==> src/common/flyby_dma_pkg.sv <==
package flyby_dma_pkg;

  // Register byte offsets on the AHB-Lite slave
  localparam logic [7:0] OFS_DMA_REQ   = 8'h00;
  localparam logic [7:0] OFS_PAGE_SEL  = 8'h04;
  localparam logic [7:0] OFS_LOC_CTL   = 8'h08;
  localparam logic [7:0] OFS_EP_SETUP  = 8'h0C;
  localparam logic [7:0] OFS_XFER_CNT  = 8'h10;
  localparam logic [7:0] OFS_IRQ_STAT  = 8'h14;
  localparam logic [7:0] OFS_DMA_STATE = 8'h18;

  // Field positions in the plain bit registers
  localparam int SPLIT_BIT = 0;
  localparam int DONE_BIT  = 0;

  // Endpoint codes
  localparam logic [1:0] EP_ZERO = 2'h0;
  localparam logic [1:0] EP_A    = 2'h1;
  localparam logic [1:0] EP_B    = 2'h2;
  localparam logic [1:0] EP_C    = 2'h3;

  // Values after reset
  localparam logic [10:0] RST_MAX_PKT = 11'h040;
  localparam logic [15:0] RST_XFER    = 16'h0000;

  // Request timing at the 100 ns clock
  localparam int CLK_NS   = 100;
  localparam int T20_NS   = 40;
  localparam int T21_NS   = 16;
  localparam int T20_CYC  = (T20_NS / CLK_NS < 1) ? 1 : T20_NS / CLK_NS;
  localparam int T21_CYC  = (T21_NS / CLK_NS < 1) ? 1 : T21_NS / CLK_NS;
  localparam logic [3:0] REARM_CYC = 4'(T21_CYC);

  // DMA request register layout: bit 0 enable, bits 2:1 endpoint, bit 3 qualify
  typedef struct packed {
    logic       ack_qualify_mode_bit;
    logic [1:0] ep;
    logic       en;
  } dma_ctrl_t;

  // Endpoint configuration: bit 0 direction (1 = device to host), bits 11:1 max packet
  typedef struct packed {
    logic [10:0] max_pkt;
    logic        dir_in;
  } ep_setup_t;

  // Local-bus DMA pins as they arrive, all asynchronous
  typedef struct packed {
    logic        ack_n;
    logic        term_n;
    logic        hrd_n;
    logic        hwr_n;
    logic        drd_n;
    logic        dwr_n;
    logic [15:0] data;
  } dma_pins_t;

  typedef enum logic [1:0] {S_IDLE, S_CYCLE, S_GAP} dma_state_t;

endpackage

==> src/design/usb_endpoint_flyby_dma_port.sv <==
`timescale 1ns/100ps
module usb_endpoint_flyby_dma_port (
  // Clock and reset
  input  wire logic        hclk,
  input  wire logic        hresetn,
  // AHB-Lite slave
  input  wire logic        hsel,
  input  wire logic [31:0] haddr,
  input  wire logic [1:0]  htrans,
  input  wire logic        hwrite,
  input  wire logic [2:0]  hsize,
  input  wire logic [31:0] hwdata,
  input  wire logic        hready,
  output logic      [31:0] hrdata,
  output logic             hreadyout,
  output logic             hresp,
  // DMA pins
  output logic             dma_request_out,
  input  wire logic        dma_acknowledge_in_n,
  input  wire logic        end_of_transfer_in_n,
  input  wire logic        host_read_strobe_n,
  input  wire logic        host_write_strobe_n,
  input  wire logic        split_dma_read_strobe_n,
  input  wire logic        split_dma_write_strobe_n,
  input  wire logic [15:0] local_data_bus_in,
  output logic      [15:0] local_data_bus_out,
  output logic      [15:0] local_data_bus_oe,
  // Endpoint packet buffers
  input  wire logic [3:0]  buf_has_data,
  input  wire logic [3:0]  buf_has_space,
  input  wire logic [7:0]  buf_rdata,
  output logic      [1:0]  buf_sel,
  output logic             buf_pop,
  output logic             buf_push,
  output logic      [7:0]  buf_wdata,
  output logic             buf_validate
);

  ////////////////////////////////////////////////////////////////////////////
  // State
  flyby_dma_pkg::dma_pins_t  sync1_q, sync2_q;
  flyby_dma_pkg::dma_ctrl_t  ctrl_q, ctrl_d;
  flyby_dma_pkg::ep_setup_t  cfg_q [4];
  flyby_dma_pkg::ep_setup_t  cfg_d [4];
  flyby_dma_pkg::dma_state_t state_q, state_d;
  logic [1:0]  page_q, page_d;
  logic        split_q, split_d;
  logic [15:0] cnt_q, cnt_d;
  logic [10:0] pkt_q, pkt_d;
  logic [3:0]  gap_q, gap_d;
  logic        done_q, done_d;
  logic        term_q, term_d;
  logic        req_q, req_d;
  logic [7:0]  dout_q, dout_d;
  logic        doe_q, doe_d;
  logic        pop_q, pop_d;
  logic        push_q, push_d;
  logic [7:0]  wdat_q, wdat_d;
  logic        val_q, val_d;
  logic [1:0]  bsel_q, bsel_d;
  logic        wr_pend_q, wr_pend_d;
  logic [7:0]  wr_addr_q, wr_addr_d;
  logic [31:0] rdata_q, rdata_d;
  logic [15:0] lbo_q, lbo_d;
  logic [15:0] lbe_q, lbe_d;

  flyby_dma_pkg::ep_setup_t dma_cfg;
  logic        ep_ok, strobe, act, avail, req_ok, dma_dec, addr_ok, cycle_end;
  logic [7:0]  din;

  ////////////////////////////////////////////////////////////////////////////
  // Next values
  always_comb begin
    ctrl_d    = ctrl_q;
    cfg_d     = cfg_q;
    state_d   = state_q;
    page_d    = page_q;
    split_d   = split_q;
    cnt_d     = cnt_q;
    pkt_d     = pkt_q;
    gap_d     = gap_q;
    done_d    = done_q;
    term_d    = term_q;
    dout_d    = dout_q;
    doe_d     = doe_q;
    pop_d     = 1'b0;
    push_d    = 1'b0;
    wdat_d    = wdat_q;
    val_d     = 1'b0;
    dma_dec   = 1'b0;

    ep_ok   = (ctrl_q.ep == flyby_dma_pkg::EP_A) || (ctrl_q.ep == flyby_dma_pkg::EP_B);
    dma_cfg = cfg_q[ctrl_q.ep];
    // Strobe pair depends on direction and on split mode
    if (dma_cfg.dir_in) begin
      strobe = split_q ? ~sync2_q.dwr_n : ~sync2_q.hwr_n;
    end else begin
      strobe = split_q ? ~sync2_q.drd_n : ~sync2_q.hrd_n;
    end
    act = ~sync2_q.ack_n & (~ctrl_q.ack_qualify_mode_bit | strobe);
    din = split_q ? sync2_q.data[15:8] : sync2_q.data[7:0];
    cycle_end = (state_q == flyby_dma_pkg::S_CYCLE) && !act;

    // Availability: OUT needs unread data, IN needs space and owed bytes
    if (dma_cfg.dir_in) begin
      avail = buf_has_space[ctrl_q.ep] && (cnt_q != 16'h0000);
    end else begin
      avail = buf_has_data[ctrl_q.ep];
    end
    req_ok = ctrl_q.en && ep_ok && avail;

    // Fly-by cycle sequencer
    unique case (state_q)
      flyby_dma_pkg::S_IDLE: begin
        if (act) begin
          state_d = flyby_dma_pkg::S_CYCLE;
          term_d  = ~sync2_q.term_n;
          if (!dma_cfg.dir_in) begin
            dout_d = buf_rdata;
            doe_d  = 1'b1;
          end else begin
            wdat_d = din;
          end
        end
      end
      flyby_dma_pkg::S_CYCLE: begin
        // End-of-transfer only counts inside a qualified cycle
        if (act && !sync2_q.term_n) begin
          term_d = 1'b1;
        end
        // Latch while qualified: data and acknowledge are released together
        if (act && dma_cfg.dir_in) begin
          wdat_d = din;
        end
        if (!act) begin
          // Cycle completes even if software dropped the enable meanwhile
          state_d = flyby_dma_pkg::S_GAP;
          gap_d   = flyby_dma_pkg::REARM_CYC;
          doe_d   = 1'b0;
          if (dma_cfg.dir_in) begin
            push_d  = 1'b1;
            dma_dec = 1'b1;
            if (cnt_q != 16'h0000) begin
              cnt_d = cnt_q - 16'h0001;
            end
            if (pkt_q + 11'h001 >= dma_cfg.max_pkt) begin
              val_d = 1'b1;
              pkt_d = 11'h000;
            end else begin
              pkt_d = pkt_q + 11'h001;
            end
            if (cnt_q == 16'h0001) begin
              val_d          = 1'b1;
              pkt_d          = 11'h000;
              done_d         = 1'b1;
              ctrl_d.en      = 1'b0;
            end
          end else begin
            pop_d = 1'b1;
          end
          if (term_q) begin
            ctrl_d.en = 1'b0;
            done_d    = 1'b1;
            if (dma_cfg.dir_in) begin
              val_d = 1'b1;
              pkt_d = 11'h000;
            end
          end
        end
      end
      flyby_dma_pkg::S_GAP: begin
        term_d = 1'b0;
        if (gap_q <= 4'h1) begin
          state_d = flyby_dma_pkg::S_IDLE;
        end else begin
          gap_d = gap_q - 4'h1;
        end
      end
    endcase

    // Request is dropped as soon as a cycle is seen, raised again after the gap
    req_d = req_ok && (state_q == flyby_dma_pkg::S_IDLE) && !act;

    // AHB-Lite: address phase capture, write in data phase
    addr_ok   = (haddr[1:0] == 2'b00) && (haddr[31:8] == 24'h00_0000);
    wr_pend_d = hsel && hready && htrans[1] && hwrite && addr_ok;
    wr_addr_d = haddr[7:0];
    rdata_d   = rdata_q;
    if (hsel && hready && htrans[1] && !hwrite) begin
      rdata_d = 32'h0000_0000;
      if (addr_ok) begin
        unique case (haddr[7:0])
          flyby_dma_pkg::OFS_DMA_REQ:   rdata_d[3:0]  = ctrl_q;
          flyby_dma_pkg::OFS_PAGE_SEL:  rdata_d[1:0]  = page_q;
          flyby_dma_pkg::OFS_LOC_CTL:   rdata_d[flyby_dma_pkg::SPLIT_BIT] = split_q;
          flyby_dma_pkg::OFS_EP_SETUP:  rdata_d[11:0] = cfg_q[page_q];
          flyby_dma_pkg::OFS_XFER_CNT:  rdata_d[15:0] = cnt_q;
          flyby_dma_pkg::OFS_IRQ_STAT:  rdata_d[flyby_dma_pkg::DONE_BIT] = done_q;
          flyby_dma_pkg::OFS_DMA_STATE: rdata_d[15:0] = {req_q, 1'b0, state_q, 1'b0, pkt_q};
          default:                      rdata_d       = 32'h0000_0000;
        endcase
      end
    end
    if (wr_pend_q) begin
      unique case (wr_addr_q)
        flyby_dma_pkg::OFS_DMA_REQ: begin
          // A hardware clear in the same cycle wins over a software set
          ctrl_d.ack_qualify_mode_bit = hwdata[3];
          ctrl_d.ep                   = hwdata[2:1];
          ctrl_d.en                   = hwdata[0] && !(ctrl_q.en && !ctrl_d.en);
        end
        flyby_dma_pkg::OFS_PAGE_SEL: page_d = hwdata[1:0];
        // Config writes follow page select, so they may run beside split DMA
        flyby_dma_pkg::OFS_LOC_CTL:  split_d = hwdata[flyby_dma_pkg::SPLIT_BIT];
        flyby_dma_pkg::OFS_EP_SETUP: cfg_d[page_q] = hwdata[11:0];
        flyby_dma_pkg::OFS_XFER_CNT: begin
          cnt_d = hwdata[15:0];
          if (hwdata[15:0] == 16'h0000) begin
            val_d = 1'b1;
            pkt_d = 11'h000;
          end
        end
        flyby_dma_pkg::OFS_IRQ_STAT: begin
          // Write one to clear; a new done event in the same cycle wins
          if (hwdata[flyby_dma_pkg::DONE_BIT] && !(done_d && !done_q)) begin
            done_d = 1'b0;
          end
        end
        default: ;
      endcase
    end

    bsel_d = ctrl_d.en ? ctrl_d.ep : page_d;
    lbo_d  = split_d ? {dout_d, 8'h00} : {8'h00, dout_d};
    lbe_d  = doe_d ? (split_d ? 16'hFF00 : 16'h00FF) : 16'h0000;
  end

  ////////////////////////////////////////////////////////////////////////////
  // Registers
  always_ff @(posedge hclk or negedge hresetn) begin
    if (!hresetn) begin
      sync1_q   <= '1;
      sync2_q   <= '1;
      ctrl_q    <= '0;
      for (int i = 0; i < 4; i++) begin
        cfg_q[i] <= '{max_pkt: flyby_dma_pkg::RST_MAX_PKT, dir_in: 1'b0};
      end
      state_q   <= flyby_dma_pkg::S_IDLE;
      page_q    <= flyby_dma_pkg::EP_ZERO;
      split_q   <= 1'b0;
      cnt_q     <= flyby_dma_pkg::RST_XFER;
      pkt_q     <= 11'h000;
      gap_q     <= 4'h0;
      done_q    <= 1'b0;
      term_q    <= 1'b0;
      req_q     <= 1'b0;
      dout_q    <= 8'h00;
      doe_q     <= 1'b0;
      pop_q     <= 1'b0;
      push_q    <= 1'b0;
      wdat_q    <= 8'h00;
      val_q     <= 1'b0;
      bsel_q    <= flyby_dma_pkg::EP_ZERO;
      wr_pend_q <= 1'b0;
      wr_addr_q <= 8'h00;
      rdata_q   <= 32'h0000_0000;
      lbo_q     <= 16'h0000;
      lbe_q     <= 16'h0000;
    end else begin
      sync1_q   <= '{ack_n: dma_acknowledge_in_n, term_n: end_of_transfer_in_n,
                     hrd_n: host_read_strobe_n, hwr_n: host_write_strobe_n,
                     drd_n: split_dma_read_strobe_n, dwr_n: split_dma_write_strobe_n,
                     data: local_data_bus_in};
      sync2_q   <= sync1_q;
      ctrl_q    <= ctrl_d;
      cfg_q     <= cfg_d;
      state_q   <= state_d;
      page_q    <= page_d;
      split_q   <= split_d;
      cnt_q     <= cnt_d;
      pkt_q     <= pkt_d;
      gap_q     <= gap_d;
      done_q    <= done_d;
      term_q    <= term_d;
      req_q     <= req_d;
      dout_q    <= dout_d;
      doe_q     <= doe_d;
      pop_q     <= pop_d;
      push_q    <= push_d;
      wdat_q    <= wdat_d;
      val_q     <= val_d;
      bsel_q    <= bsel_d;
      wr_pend_q <= wr_pend_d;
      wr_addr_q <= wr_addr_d;
      rdata_q   <= rdata_d;
      lbo_q     <= lbo_d;
      lbe_q     <= lbe_d;
    end
  end

  ////////////////////////////////////////////////////////////////////////////
  // Outputs, straight from flops except the constant hreadyout and hresp
  assign hrdata             = rdata_q;
  assign hreadyout          = 1'b1;
  assign hresp              = 1'b0;
  assign dma_request_out    = req_q;
  assign local_data_bus_out = lbo_q;
  assign local_data_bus_oe  = lbe_q;
  assign buf_sel            = bsel_q;
  assign buf_pop            = pop_q;
  assign buf_push           = push_q;
  assign buf_wdata          = wdat_q;
  assign buf_validate       = val_q;
endmodule

==> config.mk <==
export PLATFORM = sky130hd
export DESIGN_NAME = usb_endpoint_flyby_dma_port
export DESIGN_NICKNAME = d
export VERILOG_FILES = /design/src/common/flyby_dma_pkg.sv /design/src/design/usb_endpoint_flyby_dma_port.sv
export SDC_FILE = /design/constraint.sdc
export NUM_CORES = 1
export LEC_CHECK = 0
export BUFFER_PORTS_ARGS = -buffer_cell sky130_fd_sc_hd__buf_2
export CAP_MARGIN = 20
export CORE_MARGIN = 2
export CORE_UTILIZATION = 60
export DETAILED_ROUTE_END_ITERATION = 8
export PLACE_DENSITY_LB_ADDON = 0.08
export SLEW_MARGIN = 10
export SYNTH_ARGS = -nofsm -noshare
export SYNTH_HDL_FRONTEND = slang
export SYNTH_SLANG_ARGS = --single-unit
==> constraint.sdc <==
create_clock -name hclk -period 4.18 [get_ports hclk]
set_input_delay 1.045 -clock hclk [delete_from_list [all_inputs] [get_ports hclk]]
set_output_delay 1.045 -clock hclk [all_outputs]
set_load 0.01 [all_outputs]
==> out/results.tsv <==
metric	value	unit
H-Tree Depth	4	
area of the multi-input gates	0.004051	mm²
Highest Clock Rate	296.4	MHz
Top Ports	192	
width of the die	130.6	µm
Core Region	0.01577	mm²
Congestion Overflow GR	0	
Yosys warning count	0	
number of synthesized flops with an enable pin	0	
Hold WS	0.3457	ns
Post-synth ARST share	1.000	
Syn-to-layout area delta	15.44	%
Tightest Hold Check Type	reg2reg	
most common cell after layout, fill and taps aside	buf_2	
number of global-route vias before repair	6837	
antenna cells	0	
Setup crit end kind	register	
LEAKAGE	5.004	nW
Slew headroom	0.3619	
worst slew pin tran	0.9490	ns
die height	130.6	µm
pins over their slew limit	0	
CP max stage delay	0.85	ns
status	finished, final reports clean	
Tot GR Track Use	0.2737	
Synth area leader	dfrtp_1	
initial antenna violation count	0	
post-route ant nets	0	
Period Utilization, post-route	0.8071	
Sink Count	200	
DR WL/cell	19.30	µm
RD Place Congestion	0.8575	
cell area after synthesis	0.009613	mm²
Die ar.	0.01705	mm²
Crit Path Class	reg2reg	
final hold violations	0	
cts hold-fix bufs	0	
DR DRC count	0	
share of cells above drive strength 1	0.3654	
Final setup viols	0	
# resized after CTS	0	
routed vias	6883	
maxcap violations	0	
pwr dens	407.4	mW/mm²
Slowest-stage cell, CP	dfrtp_1	
Unique masters post-synth	71	
site row count	46	
synthesized flop and latch total	200	
Worst EP arrival	3.70	ns
final wirelength	22600	µm
Startpoint Class	register	
drt first pass iters	5	
dominant cells by area after synthesis	dfrtp_1 40%, dfstp_2 13%, mux2_2 6.3%	
worst-skew pair later-pin latency	0.44	ns
maximum VDD drop	0.3631	mV
NumNets Final	1073	
RSZ-0062 raised after global routing	false	
Clock transition at path regs	0.08	ns
largest net degree at the start of global routing	107	
Seq/Total Area, Yosys	0.5269	
post-synth top area share	0.3957	
Required @ worst endpoint	4.50	ns
worst-path fanout max	13	
CTS Buf Count	17	
postcts setup bufs	0	
commonest non-fill, non-tap cells in the layout	153 x buf_2, 152 x dfrtp_1, 54 x mux2_2	
CP cell instances	buf_4 -> mux4_2 -> a211oi_4 -> and2_1 -> mux2i_1 -> nor2_1	
root cell of the clock tree	clkbuf_16	
fillcell total	1163	
Final min period	3.374	ns
top_reg_cell synth	dfrtp_1	
IO buf count	153	
DR iter-0 viols	519	
post-DR vias/cell	5.878	
first-pass GRT wire length	35230	µm
hpwl dp	16370	µm
Syn Inst Count	806	
Avg Inst Size Synth	11.93	µm²
clock buffer depth	2	
Initial Util	0.6096	
worst clock skew	0.01251	ns
worst reg-to-reg setup slack	0.81	ns
Reg area	0.005065	mm²
Final TNS setup	0	ns
CTS tree	done	
-- cell type report --
cell class / count / share of cell area
clock inverters: 13 / 0.01759
repair buffers: 169 / 0.08220
inverters: 37 / 0.01252
flip-flops and latches: 200 / 0.4564
multi-input cells: 517 / 0.3651
well taps: 216 / 0.02435
clock buffers: 19 / 0.04183
-- metal layers --
metal	GRT usage	wire [µm]	share of wire
met1	0.3652	9775	0.43
met2	0.4436	10910	0.48
met3	0.06474	1443	0.064
met4	0.09887	472	0.021
met5	0	0	0
-- cells in the mapped netlist (all sizes together) (19+ instances only) --
cell type and count:
mux2i 29, nand3 28, dfrtp 152, ha 19, clkbuf 20, nand2 53, mux4 27, buf 48
o21ai 46, nor4 21, nor2 46, inv 37, mux2 59, dfstp 48
-- state kept, by name (all words and copies together) (netlist names), 2 cells and up --
name / count
local_data_bus_oe: 2
gap_q: 4
cnt_q: 16
wr_addr_q: 8
cfg_q: 48
buf_sel: 2
sync2_q: 22
ctrl_q: 4
page_q: 2
pkt_q: 11
local_data_bus_out: 16
buf_wdata: 8
sync1_q: 22
dout_q: 8
hrdata: 16
state_q: 2
-- power breakdown --
part           internal [mW]  switching (mW)  total [mW]
clock network          0.925           0.824        1.75
registers               2.10          0.0820        2.18
logic                  0.227           0.365       0.592
-- critical path: cells and delay by family (launching register included) --
kind / cells / cell delay [ns]
AOI/OAI and AO/OA: 1 / 0.39
buffers and inverters: 1 / 0.31
DFF: 1 / 0.85
muxes: 2 / 1.07
and+or+nand+nor: 2 / 0.64
-- through the flow --
stage / cells / cell area [µm²] / setup slack (ns) / power, mW / util
4_1_cts: 1168 / 11060 / 0.7253 / 4.561 / 0.7011
2_1_floorplan: 822 / 9673 / 1.364 / 2.585 / -
5_1_grt: 1171 / 11100 / 0.5178 / 4.717 / 0.7037
3_3_place_gp: 1136 / 10400 / 0.8667 / 2.776 / 0.6593
3_5_place_dp: 1136 / 10400 / 0.7435 / 2.811 / 0.6593
6_report: 1171 / 11100 / 0.8061 / 4.521 / 0.7037
-- cell families after synthesis --
kind of cell | after synthesis | share of synthesized area
simple gates | 234 | 0.1309
flops | 200 | 0.5269
compound gates | 115 | 0.08161
mux | 115 | 0.1626
buf+inv | 105 | 0.05792
fa+ha+maj | 19 | 0.02473
xor+xnor | 16 | 0.01458
other cells | 2 | 0.0007812
-- worst paths after layout --
kind                        startpoint               endpoint  cells past startpoint
max                          ctrl_q[1]  local_data_bus_out[1]                      6
max reg2reg                  ctrl_q[1]  local_data_bus_out[1]                      6
min in group asynchronous      hresetn              cnt_q[14]                      1
max in group asynchronous      hresetn             sync2_q[0]                      2
min                        sync1_q[20]            sync2_q[20]                      0
min reg2reg                sync1_q[20]            sync2_q[20]                      0
No activity file was read; power rests on OpenSTA's default activity.
